[config.mk]
export PLATFORM = sky130hd
export DESIGN_NAME = t2c_timer2
export DESIGN_NICKNAME = d
export VERILOG_FILES = /design/src/logic/t2c_pkg.sv /design/src/logic/t2c_capture_channel.sv /design/src/logic/t2c_timer2.sv
export SDC_FILE = /design/constraint.sdc
export NUM_CORES = 1
export LEC_CHECK = 0
export ABC_AREA = 1
export CORE_MARGIN = 2
export CORE_UTILIZATION = 50
export DETAILED_ROUTE_END_ITERATION = 16
export DONT_BUFFER_PORTS = 1
export PLACE_DENSITY = 0.73
export RECOVER_POWER = 50
export SYNTH_ARGS = -nofsm -noshare
export SYNTH_HDL_FRONTEND = slang
export SYNTH_HIERARCHICAL = 1
export SYNTH_SLANG_ARGS = --single-unit
[constraint.sdc]
create_clock -name clk -period 9.4 [get_ports clk]
set_clock_uncertainty 0.15 [all_clocks]
set_input_delay 2.35 -clock clk [delete_from_list [all_inputs] [get_ports clk]]
set_output_delay 2.35 -clock clk [all_outputs]
set_load 0.02 [all_outputs]
[src/logic/t2c_pkg.sv]
package t2c_pkg;

  // ****************************************
  // Register indices (byte address = index * 4)
  // ****************************************
  localparam logic [7:0] IDX_CONTROL      = 8'hc8;
  localparam logic [7:0] IDX_MODE_CONTROL = 8'hc9;
  localparam logic [7:0] IDX_RCOMP_LOW    = 8'hca;
  localparam logic [7:0] IDX_RCOMP_HIGH   = 8'hcb;
  localparam logic [7:0] IDX_COUNT_LOW    = 8'hcc;
  localparam logic [7:0] IDX_COUNT_HIGH   = 8'hcd;
  localparam logic [7:0] IDX_CAP_ENFLAG   = 8'hd0;
  localparam logic [7:0] IDX_CAP_EDGE     = 8'hd1;
  localparam logic [7:0] IDX_CAP_FILTER   = 8'hd2;
  localparam logic [7:0] IDX_CAP0_LOW     = 8'hd3;
  localparam logic [7:0] IDX_CAP0_HIGH    = 8'hd4;
  localparam logic [7:0] IDX_CAP1_LOW     = 8'hd5;
  localparam logic [7:0] IDX_CAP1_HIGH    = 8'hd6;
  localparam logic [7:0] IDX_INT_ENABLE   = 8'hd7;

  // ****************************************
  // Field positions
  // ****************************************
  localparam int CTL_FLAG_BIT    = 7;
  localparam int CTL_RUN_BIT     = 2;
  localparam int CTL_CPSEL_BIT   = 0;
  localparam int MOD_RLDEN_BIT   = 7;
  localparam int MOD_DIV_LSB     = 4;
  localparam int MOD_CAPCLR_BIT  = 3;
  localparam int MOD_CMPCLR_BIT  = 2;
  localparam int MOD_TRIG_LSB    = 0;
  localparam int CAP_EN_LSB      = 4;
  localparam int CAP_FLAG_LSB    = 0;
  localparam int FILT_EN_LSB     = 4;
  localparam int IE_CAP_BIT      = 0;
  localparam int IE_GLOBAL_BIT   = 1;

  // ****************************************
  // Reset values and codes
  // ****************************************
  localparam logic [7:0]  REG_RESET     = 8'h00;
  localparam logic [15:0] COUNT_RESET   = 16'h0000;
  localparam logic [15:0] COUNT_MAX     = 16'hffff;
  localparam logic [1:0]  EDGE_FALL     = 2'h0;
  localparam logic [1:0]  EDGE_RISE     = 2'h1;
  localparam logic [1:0]  EDGE_BOTH     = 2'h2;
  localparam logic [1:0]  TRIG_OVERFLOW = 2'h0;
  localparam logic [1:0]  TRIG_CAP0     = 2'h1;
  localparam logic [1:0]  TRIG_CAP1     = 2'h2;

  // ****************************************
  // Timing
  // ****************************************
  localparam int FILTER_CLKS   = 4;
  localparam int PRESCALE_BITS = 9;

endpackage

[src/logic/t2c_capture_channel.sv]
`timescale 1ns/10ps
module t2c_capture_channel
  import t2c_pkg::*;
(
  // Clock and reset
  input  wire logic       clk,
  input  wire logic       rst,
  // Pin and configuration
  input  wire logic       pin,
  input  wire logic       filter_en,
  input  wire logic [1:0] edge_sel,
  // Event
  output logic            edge_pulse
);

  typedef struct packed {
    logic       sync1;
    logic       sync2;
    logic       level;
    logic [2:0] cnt;
    logic       pulse;
  } t2c_chan_t;

  t2c_chan_t s_q;
  t2c_chan_t s_d;
  logic      next_level;

  // ****************************************
  // Filter and edge detection
  // ****************************************

  // Filter watches only the second stage, never the first
  always_comb begin
    s_d        = s_q;
    next_level = s_q.level;
    s_d.sync1  = pin;
    s_d.sync2  = s_q.sync1;
    if (!filter_en) begin
      next_level = s_q.sync2;
      s_d.cnt    = 3'h0;
    end else if (s_q.sync2 == s_q.level) begin
      s_d.cnt = 3'h0; // Glitch ended early, start over
    end else if (s_q.cnt == 3'(FILTER_CLKS - 1)) begin
      next_level = s_q.sync2; // Stable four clocks
      s_d.cnt    = 3'h0;
    end else begin
      s_d.cnt = s_q.cnt + 3'h1;
    end
    s_d.level = next_level;
    // Per-channel edge choice, reserved code never fires
    case (edge_sel)
      EDGE_FALL: s_d.pulse = s_q.level & ~next_level;
      EDGE_RISE: s_d.pulse = ~s_q.level & next_level;
      EDGE_BOTH: s_d.pulse = s_q.level ^ next_level;
      default:   s_d.pulse = 1'b0;
    endcase
  end

  // State register
  always_ff @(posedge clk or posedge rst) begin
    if (rst) begin
      s_q <= '0;
    end else begin
      s_q <= s_d;
    end
  end

  assign edge_pulse = s_q.pulse;

endmodule

[src/logic/t2c_timer2.sv]
// Behaviour
// - Reload enable loads reload pair on event
// - Prescaler divides by four up to 512
// - Capture auto-clear zeroes counter on capture
// - Compare auto-clear zeroes counter after match
// - Trigger field picks overflow or channel
// - Reload pair is match or reload value
// - Counter readable and writable as bytes
// - Mode from select and reload enable bits
// - Optional filter rejects pulses under four clocks
// - Independent edge detector per channel
// - Disabled channel neither captures nor flags
// - Capture copies count into channel registers
// - Capture edge sets channel flag
// - Capture interrupt needs flag and enables
// - Capture completes before auto-clear
// - Run bit gates counting, halt keeps count
// - Timer flag sticky on overflow or match
// - Edge codes fall, rise, both, reserved
`timescale 1ns/10ps
module t2c_timer2
  import t2c_pkg::*;
#(
  parameter int CHANNELS = 2
)
(
  // Clock and reset
  input  wire logic        clk,
  input  wire logic        rst,
  // Avalon-MM slave
  input  wire logic [9:0]  avs_address,
  input  wire logic        avs_read,
  input  wire logic        avs_write,
  input  wire logic [31:0] avs_writedata,
  output logic [31:0]      avs_readdata,
  output logic             avs_waitrequest,
  // Capture pins
  input  wire logic        capture_input_0,
  input  wire logic        capture_input_1,
  // Status outputs
  output logic             timer2_flag,
  output logic             capture_irq
);

  typedef struct packed {
    logic [7:0]  control;
    logic [7:0]  mode_control;
    logic [15:0] reload_compare;
    logic [15:0] count;
    logic [1:0]  cap_enable;
    logic [1:0]  cap_flag;
    logic [3:0]  edge_sel;
    logic [1:0]  filter_en;
    logic [15:0] cap0;
    logic [15:0] cap1;
    logic [1:0]  int_enable;
    logic [PRESCALE_BITS-1:0] prescale;
    logic        ack;
    logic [7:0]  rdata;
  } t2c_state_t;

  // Writable control bits; the reserved ones always read back zero
  localparam logic [7:0] CTL_WMASK = 8'((1 << CTL_FLAG_BIT) | (1 << CTL_RUN_BIT) | (1 << CTL_CPSEL_BIT));

  // Every register comes out of reset at zero, prescaler and handshake included
  localparam t2c_state_t STATE_RESET = '{
    control:        REG_RESET,
    mode_control:   REG_RESET,
    reload_compare: COUNT_RESET,
    count:          COUNT_RESET,
    cap_enable:     2'h0,
    cap_flag:       2'h0,
    edge_sel:       4'h0,
    filter_en:      2'h0,
    cap0:           COUNT_RESET,
    cap1:           COUNT_RESET,
    int_enable:     2'h0,
    prescale:       '0,
    ack:            1'h0,
    rdata:          REG_RESET
  };

  t2c_state_t s_q;
  t2c_state_t s_d;

  logic [1:0] pins;
  logic [1:0] edge_ev;
  logic [1:0] cap_ev;
  logic       req;
  logic       wr_en;
  logic       running;
  logic       compare_mode;
  logic       reload_mode;
  logic       tick;
  logic       overflow;
  logic       match;
  logic       reload_ev;
  logic [PRESCALE_BITS-1:0] div_mask;
  logic [7:0] wbyte;

  // Register index hit on the word address
  // Low two address bits are ignored
  function automatic logic hit(input logic [9:0] addr, input logic [7:0] idx);
    return addr[9:2] == idx;
  endfunction

  // Read mux for one index
  // Unmapped indices and reserved bits read as zero
  function automatic logic [7:0] read_mux(input t2c_state_t s, input logic [7:0] idx);
    logic [7:0] v;
    v = 8'h00;
    case (idx)
      IDX_CONTROL:      v = s.control;
      IDX_MODE_CONTROL: v = s.mode_control;
      IDX_RCOMP_LOW:    v = s.reload_compare[7:0];
      IDX_RCOMP_HIGH:   v = s.reload_compare[15:8];
      IDX_COUNT_LOW:    v = s.count[7:0];
      IDX_COUNT_HIGH:   v = s.count[15:8];
      IDX_CAP_ENFLAG:   v = {2'b00, s.cap_enable, 2'b00, s.cap_flag};
      IDX_CAP_EDGE:     v = {4'h0, s.edge_sel};
      IDX_CAP_FILTER:   v = {2'b00, s.filter_en, 4'h0};
      IDX_CAP0_LOW:     v = s.cap0[7:0];
      IDX_CAP0_HIGH:    v = s.cap0[15:8];
      IDX_CAP1_LOW:     v = s.cap1[7:0];
      IDX_CAP1_HIGH:    v = s.cap1[15:8];
      IDX_INT_ENABLE:   v = {6'h00, s.int_enable};
      default:          v = 8'h00;
    endcase
    return v;
  endfunction

  // ****************************************
  // Capture channels
  // ****************************************

  assign pins = {capture_input_1, capture_input_0};

  // Each channel has its own filter and edge detector
  // Pin, event and field widths assume two channels
  for (genvar i = 0; i < CHANNELS; i++) begin : g_chan
    t2c_capture_channel u_chan (
      .clk        (clk),
      .rst        (rst),
      .pin        (pins[i]),
      .filter_en  (s_q.filter_en[i]),
      .edge_sel   (s_q.edge_sel[2*i +: 2]),
      .edge_pulse (edge_ev[i])
    );
  end

  // ****************************************
  // Bus handshake
  // ****************************************

  // One wait cycle, answer on the second edge
  // A request still held after its answer starts a fresh access
  // Only the low byte of write data matters; the rest is dropped
  assign req             = avs_read | avs_write;
  assign avs_waitrequest = req & ~s_q.ack;
  assign wr_en           = avs_write & s_q.ack;
  assign wbyte           = avs_writedata[7:0];
  assign avs_readdata    = {24'h000000, s_q.rdata};

  // ****************************************
  // Timer decode
  // ****************************************

  // Mode table:
  //   select 0, reload enable 0 : input capture
  //   select 0, reload enable 1 : auto-reload
  //   select 1, either          : compare
  // Mode from select and reload enable
  assign compare_mode = s_q.control[CTL_CPSEL_BIT];
  assign reload_mode  = ~compare_mode & s_q.mode_control[MOD_RLDEN_BIT];
  assign running      = s_q.control[CTL_RUN_BIT];

  // Divide by 4 << code: mask of low prescaler bits
  // Changing the code while running may stretch one period
  assign div_mask = PRESCALE_BITS'((1 << (s_q.mode_control[MOD_DIV_LSB +: 3] + 2)) - 1);
  assign tick     = running & ((s_q.prescale & div_mask) == div_mask);

  // Disabled channel is ignored entirely
  assign cap_ev   = edge_ev & s_q.cap_enable;
  assign overflow = tick & (s_q.count == COUNT_MAX);
  assign match    = tick & compare_mode & (s_q.count == s_q.reload_compare);

  // Reload acts only in auto-reload mode, never in compare mode
  // Reload trigger choice, code 11 never reloads
  always_comb begin
    case (s_q.mode_control[MOD_TRIG_LSB +: 2])
      TRIG_OVERFLOW: reload_ev = overflow;
      TRIG_CAP0:     reload_ev = cap_ev[0];
      TRIG_CAP1:     reload_ev = cap_ev[1];
      default:       reload_ev = 1'b0;
    endcase
  end

  // ****************************************
  // Next state
  // ****************************************

  // One pass holds every hardware update; the bus write wins except over the flag sets made after it
  always_comb begin
    s_d       = s_q;
    s_d.ack   = req & ~s_q.ack;
    // Read data prepared in the wait cycle, stable at the answer edge
    if (avs_read & ~s_q.ack) begin
      s_d.rdata = read_mux(s_q, avs_address[9:2]);
    end

    // Prescaler free runs only while enabled, restarts on halt
    // A restart therefore always waits a full divided period
    if (running) begin
      s_d.prescale = s_q.prescale + PRESCALE_BITS'(1);
    end else begin
      s_d.prescale = '0;
    end

    // Counter: capture clear beats reload beats count
    // A capture with auto-clear set never reloads
    if (|cap_ev && s_q.mode_control[MOD_CAPCLR_BIT]) begin
      s_d.count = COUNT_RESET; // Captured value is the old count
    end else if (reload_mode && reload_ev) begin
      s_d.count = s_q.reload_compare;
    end else if (match && s_q.mode_control[MOD_CMPCLR_BIT]) begin
      s_d.count = COUNT_RESET;
    end else if (tick) begin
      s_d.count = s_q.count + 16'h0001; // Wraps to zero on overflow
    end

    // Captures work in every mode while the channel is enabled
    // Capture copies the current count
    if (cap_ev[0]) begin
      s_d.cap0 = s_q.count;
    end
    if (cap_ev[1]) begin
      s_d.cap1 = s_q.count;
    end

    // Software writes, byte wide; unmapped writes dropped
    if (wr_en) begin
      if (hit(avs_address, IDX_CONTROL)) begin
        s_d.control = wbyte & CTL_WMASK;
      end
      if (hit(avs_address, IDX_MODE_CONTROL)) begin
        s_d.mode_control = wbyte;
      end
      if (hit(avs_address, IDX_RCOMP_LOW)) begin
        s_d.reload_compare[7:0] = wbyte;
      end
      if (hit(avs_address, IDX_RCOMP_HIGH)) begin
        s_d.reload_compare[15:8] = wbyte;
      end
      // Byte access while running may tear; software should halt
      // No latch joins the two bytes; each write lands on its own
      if (hit(avs_address, IDX_COUNT_LOW)) begin
        s_d.count[7:0] = wbyte;
      end
      if (hit(avs_address, IDX_COUNT_HIGH)) begin
        s_d.count[15:8] = wbyte;
      end
      if (hit(avs_address, IDX_CAP_ENFLAG)) begin
        s_d.cap_enable = wbyte[CAP_EN_LSB +: 2];
        s_d.cap_flag   = wbyte[CAP_FLAG_LSB +: 2]; // Software clears
      end
      if (hit(avs_address, IDX_CAP_EDGE)) begin
        s_d.edge_sel = wbyte[3:0];
      end
      if (hit(avs_address, IDX_CAP_FILTER)) begin
        s_d.filter_en = wbyte[FILT_EN_LSB +: 2];
      end
      if (hit(avs_address, IDX_INT_ENABLE)) begin
        s_d.int_enable = wbyte[1:0];
      end
    end

    // Hardware sets win over a clearing write
    // so an event in the cycle of a clear is never lost
    s_d.cap_flag = s_d.cap_flag | cap_ev;
    if (overflow || match) begin
      s_d.control[CTL_FLAG_BIT] = 1'b1;
    end
  end

  // ****************************************
  // State register
  // ****************************************

  always_ff @(posedge clk or posedge rst) begin
    if (rst) begin
      s_q <= STATE_RESET; // Async branch loads constants only
    end else begin
      s_q <= s_d;
    end
  end

  // Outputs
  // Interrupt stays up until every capture flag or either enable bit is cleared
  assign timer2_flag = s_q.control[CTL_FLAG_BIT];
  assign capture_irq = (|s_q.cap_flag) & s_q.int_enable[IE_CAP_BIT] & s_q.int_enable[IE_GLOBAL_BIT];

endmodule

-- Word level (Yosys, flattened, before mapping)
Index checks and enable logic that the tools add are counted.
W data, S select, Z words.
- bits in registers: 119
- output and inout bits: 35
- word-level logic and storage cells: 138
- input port bits: 48
- bitwise gates (word level): 26
- reductions and logical operators: 20
- shifts and indexed selects: 1
- $add $sub $neg: 6
- muxes and demuxes: 32
- equal/unequal tests: 27
- operators with widths (cell ; count):
    $eq A8 B8 Y1 const B ; 14
    $pmux W8 S14 ; 1
    $mux W16 ; 4
    $mux W58 ; 1
    $mux W8 ; 6
    $mux W3 ; 6
    $reduce_and A2 Y1 ; 9
    $add A16 B1 Y16 const B ; 1
    $eq A16 B16 Y1 ; 1
    $eq A16 B16 Y1 const B ; 1
    $and A1 B1 Y1 ; 14
    $add A9 B1 Y9 const B ; 1
    $and A9 B9 Y9 ; 1
    $eq A9 B9 Y1 ; 1
    $mux W9 ; 1
    $pmux W1 S3 ; 3
    $shl A1 B4 Y9 const A ; 1
    $sub A9 B2 Y9 const B ; 1
    $mux W4 ; 2
    $mux W1 ; 7
    $add A3 B1 Y3 const B ; 2
    $eq A2 B1 Y1 const B ; 3
    $eq A2 B2 Y1 const B ; 3
    $eq A3 B2 Y1 const B ; 2
    13 further kinds ; 26

-- Logic depth before layout (Yosys ltp)
Gate-level depths: netlist (run 1).
- depth after elaboration: 15
- mapped depth: 21
- gate-level depth less buffers: 20

-- Cells and area by module
The synthesis (run 1) kept the hierarchy.
- modules (own cells, without submodules) (module ; seq. area each (um^2) ; times used ; area each (um^2) ; cells each):
    t2c_timer2 ; 2627.5 ; 1 ; 6453.7 ; 909
    t2c_capture_channel ; 175.2 ; 2 ; 327.8 ; 38

-- Least setup slack after synthesis (run 1)
OpenSTA, ideal clock, no wires.
- path kind: input -> output
- start point: in avs_write
- end point: out avs_waitrequest
- buffers on the path: 0
- data arrival time: 2.680 ns
- path slack: 4.220 ns
- data required time: 6.900 ns
- stages: 2
- path through: nor2_1 > nor2_1
- longest elaborated chain between the ends: 2
- ends and longest elaborated chain (what ; line ; text):
    start: declaration ; t2c_timer2.sv:33 ; input wire logic avs_write,
    $or A1 B1 Y1 ; t2c_timer2.sv:158 ; assign req = avs_read | avs_write;
    $and A1 B1 Y1 ; t2c_timer2.sv:159 ; assign avs_waitrequest = req & ~s_q.ack;
    end: declaration ; t2c_timer2.sv:36 ; output logic avs_waitrequest,
No other way between the ends.

-- Worst setup path after layout (run 1)
Ends and elaborated chain as after synthesis.

==> impl_summary.md, run 1 <==
Status
The flow ran to the end, and the final reports show no timing, DRC or antenna violations.

Critical path
In this run the worst path has a maximum fanout of 2. Together, buffers and inverters on the worst path number 0. The critical path goes through nor2_1 > nor2_1. The largest stage delay on the critical path is 360 ps. The worst setup path is of the primary input to output port kind.

STA classifies the critical path endpoint as an output port. In this design, the critical path's most frequently occurring cell is sky130_fd_sc_hd__nor2_1. The master of the slowest instance on the critical path is sky130_fd_sc_hd__nor2_1.

The data required time of the worst path is 6900 ps. The critical path launch point type is a primary input. The kind of cell adding the most delay to the critical path is simple AND/OR/NAND/NOR gates.

At the worst endpoint, the arrival time is roughly 2700 ps.

Global routing
After global routing the overflow that remains totals 0. Global routing consumed, over all layers together, 28.5% of the routing resources. The most crowded layer after global routing is met2.

The initial antenna violation count came to 0. Global routing consumed, on the met3 layer, under 10% of the routing resources. Entering global routing, the biggest net connects 80 pins. The fraction of met2 tracks used by global routing is 43.0%. The wire length of the first global-routing pass is about 32000 µm. The via count of the first global-routing pass is 6067.

The met1 usage in global routing is 39.0%.

Synth
The cell count after synthesis is 985. The number of warnings reported in the yosys synthesis log is 6. The synthesis-stage register bit count is 119. The post-synth design cell area is 7110 µm².

Sequential cells were found to cover 41.9% of the synthesized design area. Averaged over all synthesized cells, the footprint is approximately 7.2 µm². The unique cell type count in the Yosys netlist is 40.

Power and ir drop
The total net switching power is between 0.0003 and 0.0004 W. Per report_power, the combinational group accounts for 7.1% of the total. The share of total power dissipated in the clock network is 53.5%. Net switching is 23.1% of the power. The design internal power is 0.00106 W.

Of the total power, registers draw 39.4%. The total power per unit cell area is 177 nW/µm². The leakage power summed over all cells is 3.87 nW. VDD sags by at most 0.140 mV.

Detailed routing
The average routed wire per standard cell is 17.3 µm. The count of unresolved DRC violations after routing is 0. The first-pass iteration count of the detailed router is 6. The routed wire length is 20300 µm. The count of nets left with antenna violations after detail routing is 0. Dividing the detail-routed via count by the number of cells gives 5.53. The final route contains 6500 vias. The count of routing violations after the opening detailed-route iteration is 723.

Final layout
The final design utilization is 55.8%. The final layout contains roughly 1000 nets. Fill cells in the final layout number 1326.

The repair_antennas step left the layout with diodes totalling 0. The share of layout cells above drive strength 1 is 5.62%. The area growth from synthesis to layout is 9.01%.

Placement
The count of buffers inserted at the top-level ports is 0. The last weighted congestion value of the routability-driven placer is 0.970. The HPWL after detailed placement is 14700 µm. The worst slack at placement is 4170 ps.

Floorplanning
The core footprint is 13900 µm². The vertical extent of the die is 123 µm. The initial utilization of the core area, before any placement, comes to 51.2%. 83 I/O pins were placed. The floorplan step defined a die boundary enclosing 15200 µm². The number of placement rows is 43.

The x dimension of the die is 123 µm.

CTS
The number of clock buffers added by TritonCTS is 17. In this run, post-CTS repair resized a total of 0 instances. The quantity of hold-fixing buffers added after cts is 0. The buffers inserted during post-CTS setup optimization is 0. In this run the clock root is driven by a sky130_fd_sc_hd__clkbuf_16. The number of sinks driven by the clock tree is 119.

The number of buffers on the longest clock path is 2. TritonCTS built the clock tree. The insertion delay to the later sink of the worst-skew pair is 420 ps. Clock-pin slew was measured on the worst setup and hold paths at approximately 50 ps.

The depth of the CTS H-tree is 4.

STA
In the finished design, the share of the clock period the worst path needs comes to 55.7%. The time the worst path needs with I/O delays and setup is around 5200 ps. Setup repair after global routing left no endpoint under its margin. The setup TNS is 0 ps. The maximum frequency from static timing analysis is 0.191 GHz. The number of failing setup endpoints in the final timing report is 0. The number of endpoints with negative hold slack in the final report came to 0. Final hold analysis gives a worst-case slack of between 150 and 200 ps. At the pin with the least slew margin, the transition time is 1450 ps. Headroom to the max-slew limit came out at around 3.5%. Setup slack on the critical path of the routed design comes to 4170 ps. The max-slew violation count came to 0.

Job
The reported max-cap violation count is 0.

Min path
The worst hold path class is flip-flop to flip-flop.
[cells by family after synthesis]
logic type | Yosys count | synth area share, %
AND/OR/NAND/NOR | 526 | 32.1
buffers and inverters | 177 | 11.7
AO/OA/AOI/OAI | 138 | 10.7
flip-flops | 119 | 41.9
XOR/XNOR | 12 | 1.48
adder cells (fa/ha/maj) | 12 | 2.11
other | 1 | 0.0527
[layer usage]
| layer | part of all wire [%] | vias to the layer above |
|---|---|---|
| met5 | 0 | - |
| met4 | 3.4 | 0 |
| met3 | 10 | 45 |
| met2 | 44 | 327 |
| met1 | 43 | 3034 |
| li1 | - | 3094 |
[layout make-up]
cell class | instances | area, µm² | area share, %
multi-input combinational | 712 | 3370 | 43.4
clock buffer | 24 | 502 | 6.47
tap | 180 | 225 | 2.91
timing repair buffer | 5 | 30.0 | 0.387
sequential | 119 | 2980 | 38.4
inverter | 129 | 485 | 6.26
clock inverter | 7 | 164 | 2.11
[worst reg2reg max path, stage by stage (launching register included)]
cell and delay [ps]:
sky130_fd_sc_hd__dfrtp_1 570, sky130_fd_sc_hd__inv_2 140, sky130_fd_sc_hd__ha_1 380, sky130_fd_sc_hd__inv_1 100, sky130_fd_sc_hd__nand2_1 60, sky130_fd_sc_hd__nor2_2 100, sky130_fd_sc_hd__inv_1 50, sky130_fd_sc_hd__ha_1 240
sky130_fd_sc_hd__o21ai_0 200, sky130_fd_sc_hd__nand2_1 70, sky130_fd_sc_hd__nand3_1 100, sky130_fd_sc_hd__nand3_2 110, sky130_fd_sc_hd__nor2_4 550, sky130_fd_sc_hd__nand3_2 180, sky130_fd_sc_hd__nand2_4 260, sky130_fd_sc_hd__nand2_4 200
sky130_fd_sc_hd__nand2_1 110, sky130_fd_sc_hd__nand3_1 80, sky130_fd_sc_hd__nand2_1 80
[synthesized netlist by cell type]
cell type | count | area share, %
sky130_fd_sc_hd__a31oi_1 | 1 | 0.088
sky130_fd_sc_hd__nor2_4 | 2 | 0.32
sky130_fd_sc_hd__nor3b_1 | 1 | 0.11
sky130_fd_sc_hd__a22o_1 | 4 | 0.49
sky130_fd_sc_hd__o2bb2ai_1 | 2 | 0.25
sky130_fd_sc_hd__nor3_1 | 14 | 0.99
sky130_fd_sc_hd__nand2_2 | 1 | 0.088
sky130_fd_sc_hd__buf_8 | 1 | 0.21
sky130_fd_sc_hd__inv_2 | 5 | 0.26
sky130_fd_sc_hd__ha_1 | 12 | 2.1
sky130_fd_sc_hd__o21ai_0 | 91 | 6.4
sky130_fd_sc_hd__o2111a_1 | 1 | 0.16
sky130_fd_sc_hd__xor2_1 | 9 | 1.1
sky130_fd_sc_hd__o21ai_1 | 2 | 0.14
sky130_fd_sc_hd__a221oi_1 | 1 | 0.12
sky130_fd_sc_hd__inv_1 | 124 | 6.5
sky130_fd_sc_hd__nand4_2 | 1 | 0.18
sky130_fd_sc_hd__a21oi_1 | 14 | 0.99
sky130_fd_sc_hd__o211ai_1 | 2 | 0.21
sky130_fd_sc_hd__nor2_1 | 78 | 4.1
sky130_fd_sc_hd__nand3_1 | 76 | 5.4
sky130_fd_sc_hd__dfrtp_1 | 119 | 42
sky130_fd_sc_hd__conb_1 | 1 | 0.053
sky130_fd_sc_hd__nand3b_1 | 3 | 0.32
sky130_fd_sc_hd__nand2_1 | 319 | 17
sky130_fd_sc_hd__nand3_2 | 12 | 1.7
sky130_fd_sc_hd__o2111ai_1 | 2 | 0.25
sky130_fd_sc_hd__nor3_2 | 2 | 0.28
sky130_fd_sc_hd__xnor2_1 | 3 | 0.37
sky130_fd_sc_hd__buf_4 | 33 | 3.5
sky130_fd_sc_hd__nor2_2 | 3 | 0.26
sky130_fd_sc_hd__buf_6 | 4 | 0.63
sky130_fd_sc_hd__and3_1 | 1 | 0.088
sky130_fd_sc_hd__nand4_1 | 8 | 0.70
sky130_fd_sc_hd__nand3_4 | 1 | 0.25
sky130_fd_sc_hd__nand2_4 | 2 | 0.32
sky130_fd_sc_hd__o22ai_1 | 15 | 1.3
sky130_fd_sc_hd__a211oi_1 | 3 | 0.32
sky130_fd_sc_hd__nor4_1 | 2 | 0.18
sky130_fd_sc_hd__clkbuf_1 | 10 | 0.53
[worst paths after layout]
kind / startpoint / endpoint / slack (ps) / cells past startpoint
setup / recovery: avs_write / avs_waitrequest / 4170 / 2
hold / removal: g_chan[0].u_chan/s_d[5] / g_chan[0].u_chan/s_q[5] / 200 / 0
setup reg to reg: s_q[99] / s_q[69] / 5590 / 18
hold reg to reg: g_chan[0].u_chan/s_d[5] / g_chan[0].u_chan/s_q[5] / 200 / 0
max in group asynchronous: rst / s_q[15] / 5640 / 2
min in group asynchronous: rst / g_chan[0].u_chan/s_q[2] / 1600 / 1
[layout by cell type (no fill, tap or decap), types with 3 or more instances in the layout]
master,instances
sky130_fd_sc_hd__inv_1,124
sky130_fd_sc_hd__ha_1,12
sky130_fd_sc_hd__clkbuf_16,17
sky130_fd_sc_hd__nor2_1,79
sky130_fd_sc_hd__bufinv_16,5
sky130_fd_sc_hd__nand3_1,78
sky130_fd_sc_hd__inv_2,4
sky130_fd_sc_hd__clkbuf_8,5
sky130_fd_sc_hd__a21oi_1,14
sky130_fd_sc_hd__o22ai_1,15
sky130_fd_sc_hd__conb_1,24
sky130_fd_sc_hd__nor3_1,16
sky130_fd_sc_hd__a211oi_1,3
sky130_fd_sc_hd__xor2_1,9
sky130_fd_sc_hd__o21ai_0,93
sky130_fd_sc_hd__a22o_1,4
sky130_fd_sc_hd__clkbuf_1,4
sky130_fd_sc_hd__dfrtp_1,119
sky130_fd_sc_hd__nand3b_1,3
sky130_fd_sc_hd__xnor2_1,3
sky130_fd_sc_hd__buf_4,3
sky130_fd_sc_hd__nand3_2,10
sky130_fd_sc_hd__nand4_1,8
sky130_fd_sc_hd__nand2_1,319
[power groups by stage]
stage               clock network (W)  logic (W)  registers [W]
floorplan                           0  0.0000814       0.000545
global placement                    0  0.0000951       0.000548
detailed placement                  0  0.0000966       0.000549
CTS                          0.000740  0.0000973       0.000540
global route                 0.000766   0.000110       0.000542
finish                       0.000734  0.0000970       0.000541
[state kept, by name, indices dropped and copies added (netlist names)]
signal and flops:
s_q 94, g_chan.u_chan/s_q 10, avs_readdata 8, g_chan.u_chan/edge_pulse 2
g_chan.u_chan/s_d 2, compare_mode 1, running 1, timer2_flag 1
[metrics by stage]
stage                     instances  cell area, µm²  total power (W)
after floorplan                1008            7200         0.000627
after global routing           1176            7750          0.00142
after global placement         1145            7120         0.000643
after detailed placement       1145            7120         0.000645
final                          1176            7750          0.00137
after CTS                      1176            7780          0.00138
No activity file was read; power rests on OpenSTA's default activity.
==> run 2, diff against run 1 <==
- clock period: 9.4 -> 5.34 ns (I/O delays scaled with it)
==> impl_summary.md, run 2 (same netlist as run 1, synthesis figures left out) <==
CTS
The master cell of the clock root buffer is sky130_fd_sc_hd__clkbuf_16. The number of buffers on the longest clock path came to 2 (unchanged). The insertion delay to the later sink of the worst-skew pair is 420 ps (about the same). The quantity of hold-fixing buffers added after cts came to 0 (unchanged).

The buffers inserted during post-CTS setup optimization is 0 (unchanged). The depth of the CTS H-tree is 4 (unchanged). The number of buffers inserted during clock tree synthesis is 17 (unchanged).

The clock edge transition at the registers on the reported setup and hold paths is 50 ps (about the same). The TritonCTS clock tree is built. The number of sinks driven by the clock tree is 119 (unchanged). The post-cts resize count is 0 (unchanged).

STA
The fraction of the cycle the final worst path needs is 71.8%. The max-slew headroom at the worst pin is -105% (-110 points). The setup TNS is 0 ps (unchanged). The maximum frequency from static timing analysis is 0.261 GHz. The number of failing setup endpoints in the final timing report was 0 (unchanged). The number of endpoints with negative hold slack in the final report is 0 (unchanged).

The max-slew violation count is 81 (+81). The measured slew at the worst slew-check pin is 3080 ps (+1630 ps). The time the worst path needs with I/O delays and setup is 3830 ps. Setup repair after global routing left no endpoint under its margin.

Floorplanning
The die outline area came to 15200 µm² (unchanged). The number of placement rows is 43 (unchanged). The x dimension of the die is 123 µm (unchanged). The vertical extent of the die is 123 µm (unchanged). The effective utilization at floorplan was 51.2% (unchanged). The core footprint is 13900 µm² (unchanged). The top-level I/O count is 83 (unchanged).

Power and ir drop
The total power per unit cell area is 289 nW/µm² (+64%). The peak supply drop is 0.228 mV (+62%). The leakage power summed over all cells is 3.81 nW (-1.5%).

Final layout
The share of layout cells above drive strength 1 came to 5.54% (-0.084 points). The area added between synthesis and finish is 7.36%. The flip-flop count of the largest register after layout is 94 (unchanged). In the layout the commonest cells are 319 x sky130_fd_sc_hd__nand2_1, 125 x sky130_fd_sc_hd__inv_1, 119 x sky130_fd_sc_hd__dfrtp_1, 93 x sky130_fd_sc_hd__o21ai_0. The antenna cell count came to 0 (unchanged). More flip-flops sit in one register than any other, and that register is s_q.

The most common cell after layout, fill and taps aside is sky130_fd_sc_hd__nand2_1. The net total in the final layout is 1043 (-0.096%). The final design utilization is 55.0% (-0.85 points).

Critical path
The largest stage delay on the critical path came to 2140 ps (+1780 ps). In this design, the largest share of critical-path delay is due to buffers and inverters. The maximum net fanout on the critical path is 80 (+78).

The critical path launch point type is a primary input. The number of buffers and inverters on the critical path is 1 (+1). The worst setup path is captured at an async pin. The critical path goes through inv_1. The master of the slowest instance on the critical path is sky130_fd_sc_hd__inv_1. The worst setup path is of the primary input to async pin kind. The arrival time of the worst setup path is 3530 ps (+800 ps). The data required time of the worst path is 5030 ps (-1870 ps).

Global routing
The initial antenna violation count is 0 (unchanged). The maximum number of pins on one net before global-route repair is 81 (+1.3%). The sum of overflow across all layers after global routing came to 0 (unchanged). The overall routing resource usage is 28.7% (+0.22 points). The via count of the first global-routing pass is 6050 (-0.28%). The wire length of the first global-routing pass is 32600 µm (+0.83%).

Detailed routing
The number of vias per cell after detailed routing is 5.51 (-0.39%). The count of routing violations after the opening detailed-route iteration is 606 (-16%). The count of unresolved DRC violations after routing is 0 (unchanged).

The count of vias placed by the detailed router is 6458 (-0.65%). The average routed wire per standard cell was 17.1 µm (-0.80%). The routed wire length is 20100 µm (-1.1%). The first-pass iteration count of the detailed router is 6 (unchanged).

The count of nets left with antenna violations after detail routing is 0 (unchanged).

Min path
The worst hold path class is flip-flop to flip-flop.

Placement
The last weighted congestion value of the routability-driven placer is 0.961 (-0.87%). The count of buffers inserted at the top-level ports is 0 (unchanged). The HPWL after detailed placement is 14800 µm (+0.28%).

Status
The checks that failed: max-capacitance violations, max-slew violations. The flow ran to the end, but the final reports show violations.

Job
The reported max-cap violation count is 1 (+1).
[run 2: cell types whose count changed in the layout (fill, tap and decap cells not counted)]
| cell | previous run | this run |
|---|---|---|
| sky130_fd_sc_hd__clkbuf_1 | 4 | 2 |
| sky130_fd_sc_hd__nor2_2 | 2 | 3 |
| sky130_fd_sc_hd__bufinv_16 | 5 | 2 |
| sky130_fd_sc_hd__clkbuf_8 | 5 | 1 |
| sky130_fd_sc_hd__inv_1 | 124 | 125 |
| sky130_fd_sc_hd__clkinv_4 | 1 | 0 |
| sky130_fd_sc_hd__clkinvlp_4 | 0 | 3 |
| sky130_fd_sc_hd__clkinv_2 | 1 | 5 |
| sky130_fd_sc_hd__clkinvlp_2 | 1 | 0 |
| sky130_fd_sc_hd__nor2_1 | 79 | 78 |
[run 2: layer usage]
layer / track usage (%) / vias up / routed length, µm
met5: 0 / - / 0
met4: 10.8 / 0 / 683
met3: 7.15 / 37 / 1780
met2: 42.6 / 312 / 8990
met1: 40.6 / 3013 / 8660
li1: - / 3096 / -
[run 2: power by group]
| group | internal, W | switching, W | leakage, nW |
|---|---|---|---|
| logic | 0.0000414 | 0.000129 | 1.93 |
| clock network | 0.000684 | 0.000402 | 0.266 |
| registers | 0.000929 | 0.0000233 | 1.61 |
| total | 0.00165 | 0.000554 | 3.81 |
[run 2: cell type report]
cell class,count,area (µm²)
inverters,129,484
well taps,180,225
flip-flops and latches,119,2980
multi-input cells,712,3370
repair buffers,4,26.3
clock inverters,10,108
clock buffers,19,443
fillers,1340,6250
[run 2: final timing paths]
check,slack [ps],startpoint,cells after the start,endpoint
worst min-delay path,200,g_chan[0].u_chan/s_d[5],0,g_chan[0].u_chan/s_q[5]
worst min register to register,200,g_chan[0].u_chan/s_d[5],0,g_chan[0].u_chan/s_q[5]
worst max register to register,1560,s_q[99],18,s_q[72]
worst max-delay path,1510,rst,1,avs_readdata[4]
max in group clk,1560,s_q[99],18,s_q[72]
min in group asynchronous,580,rst,1,g_chan[0].u_chan/s_q[5]
[run 2: through the flow]
stage               setup slack, ps  instance area (µm²)  total power (W)  instances  hold WS, ps
global route                    903                 7630          0.00230       1173          211
CTS                            1600                 7660          0.00222       1173          199
global placement               1660                 7110          0.00113       1144          183
floorplan                      1090                 7200          0.00110       1008          181
detailed placement             1610                 7110          0.00114       1144          186
finish                         1510                 7630          0.00221       1173          197
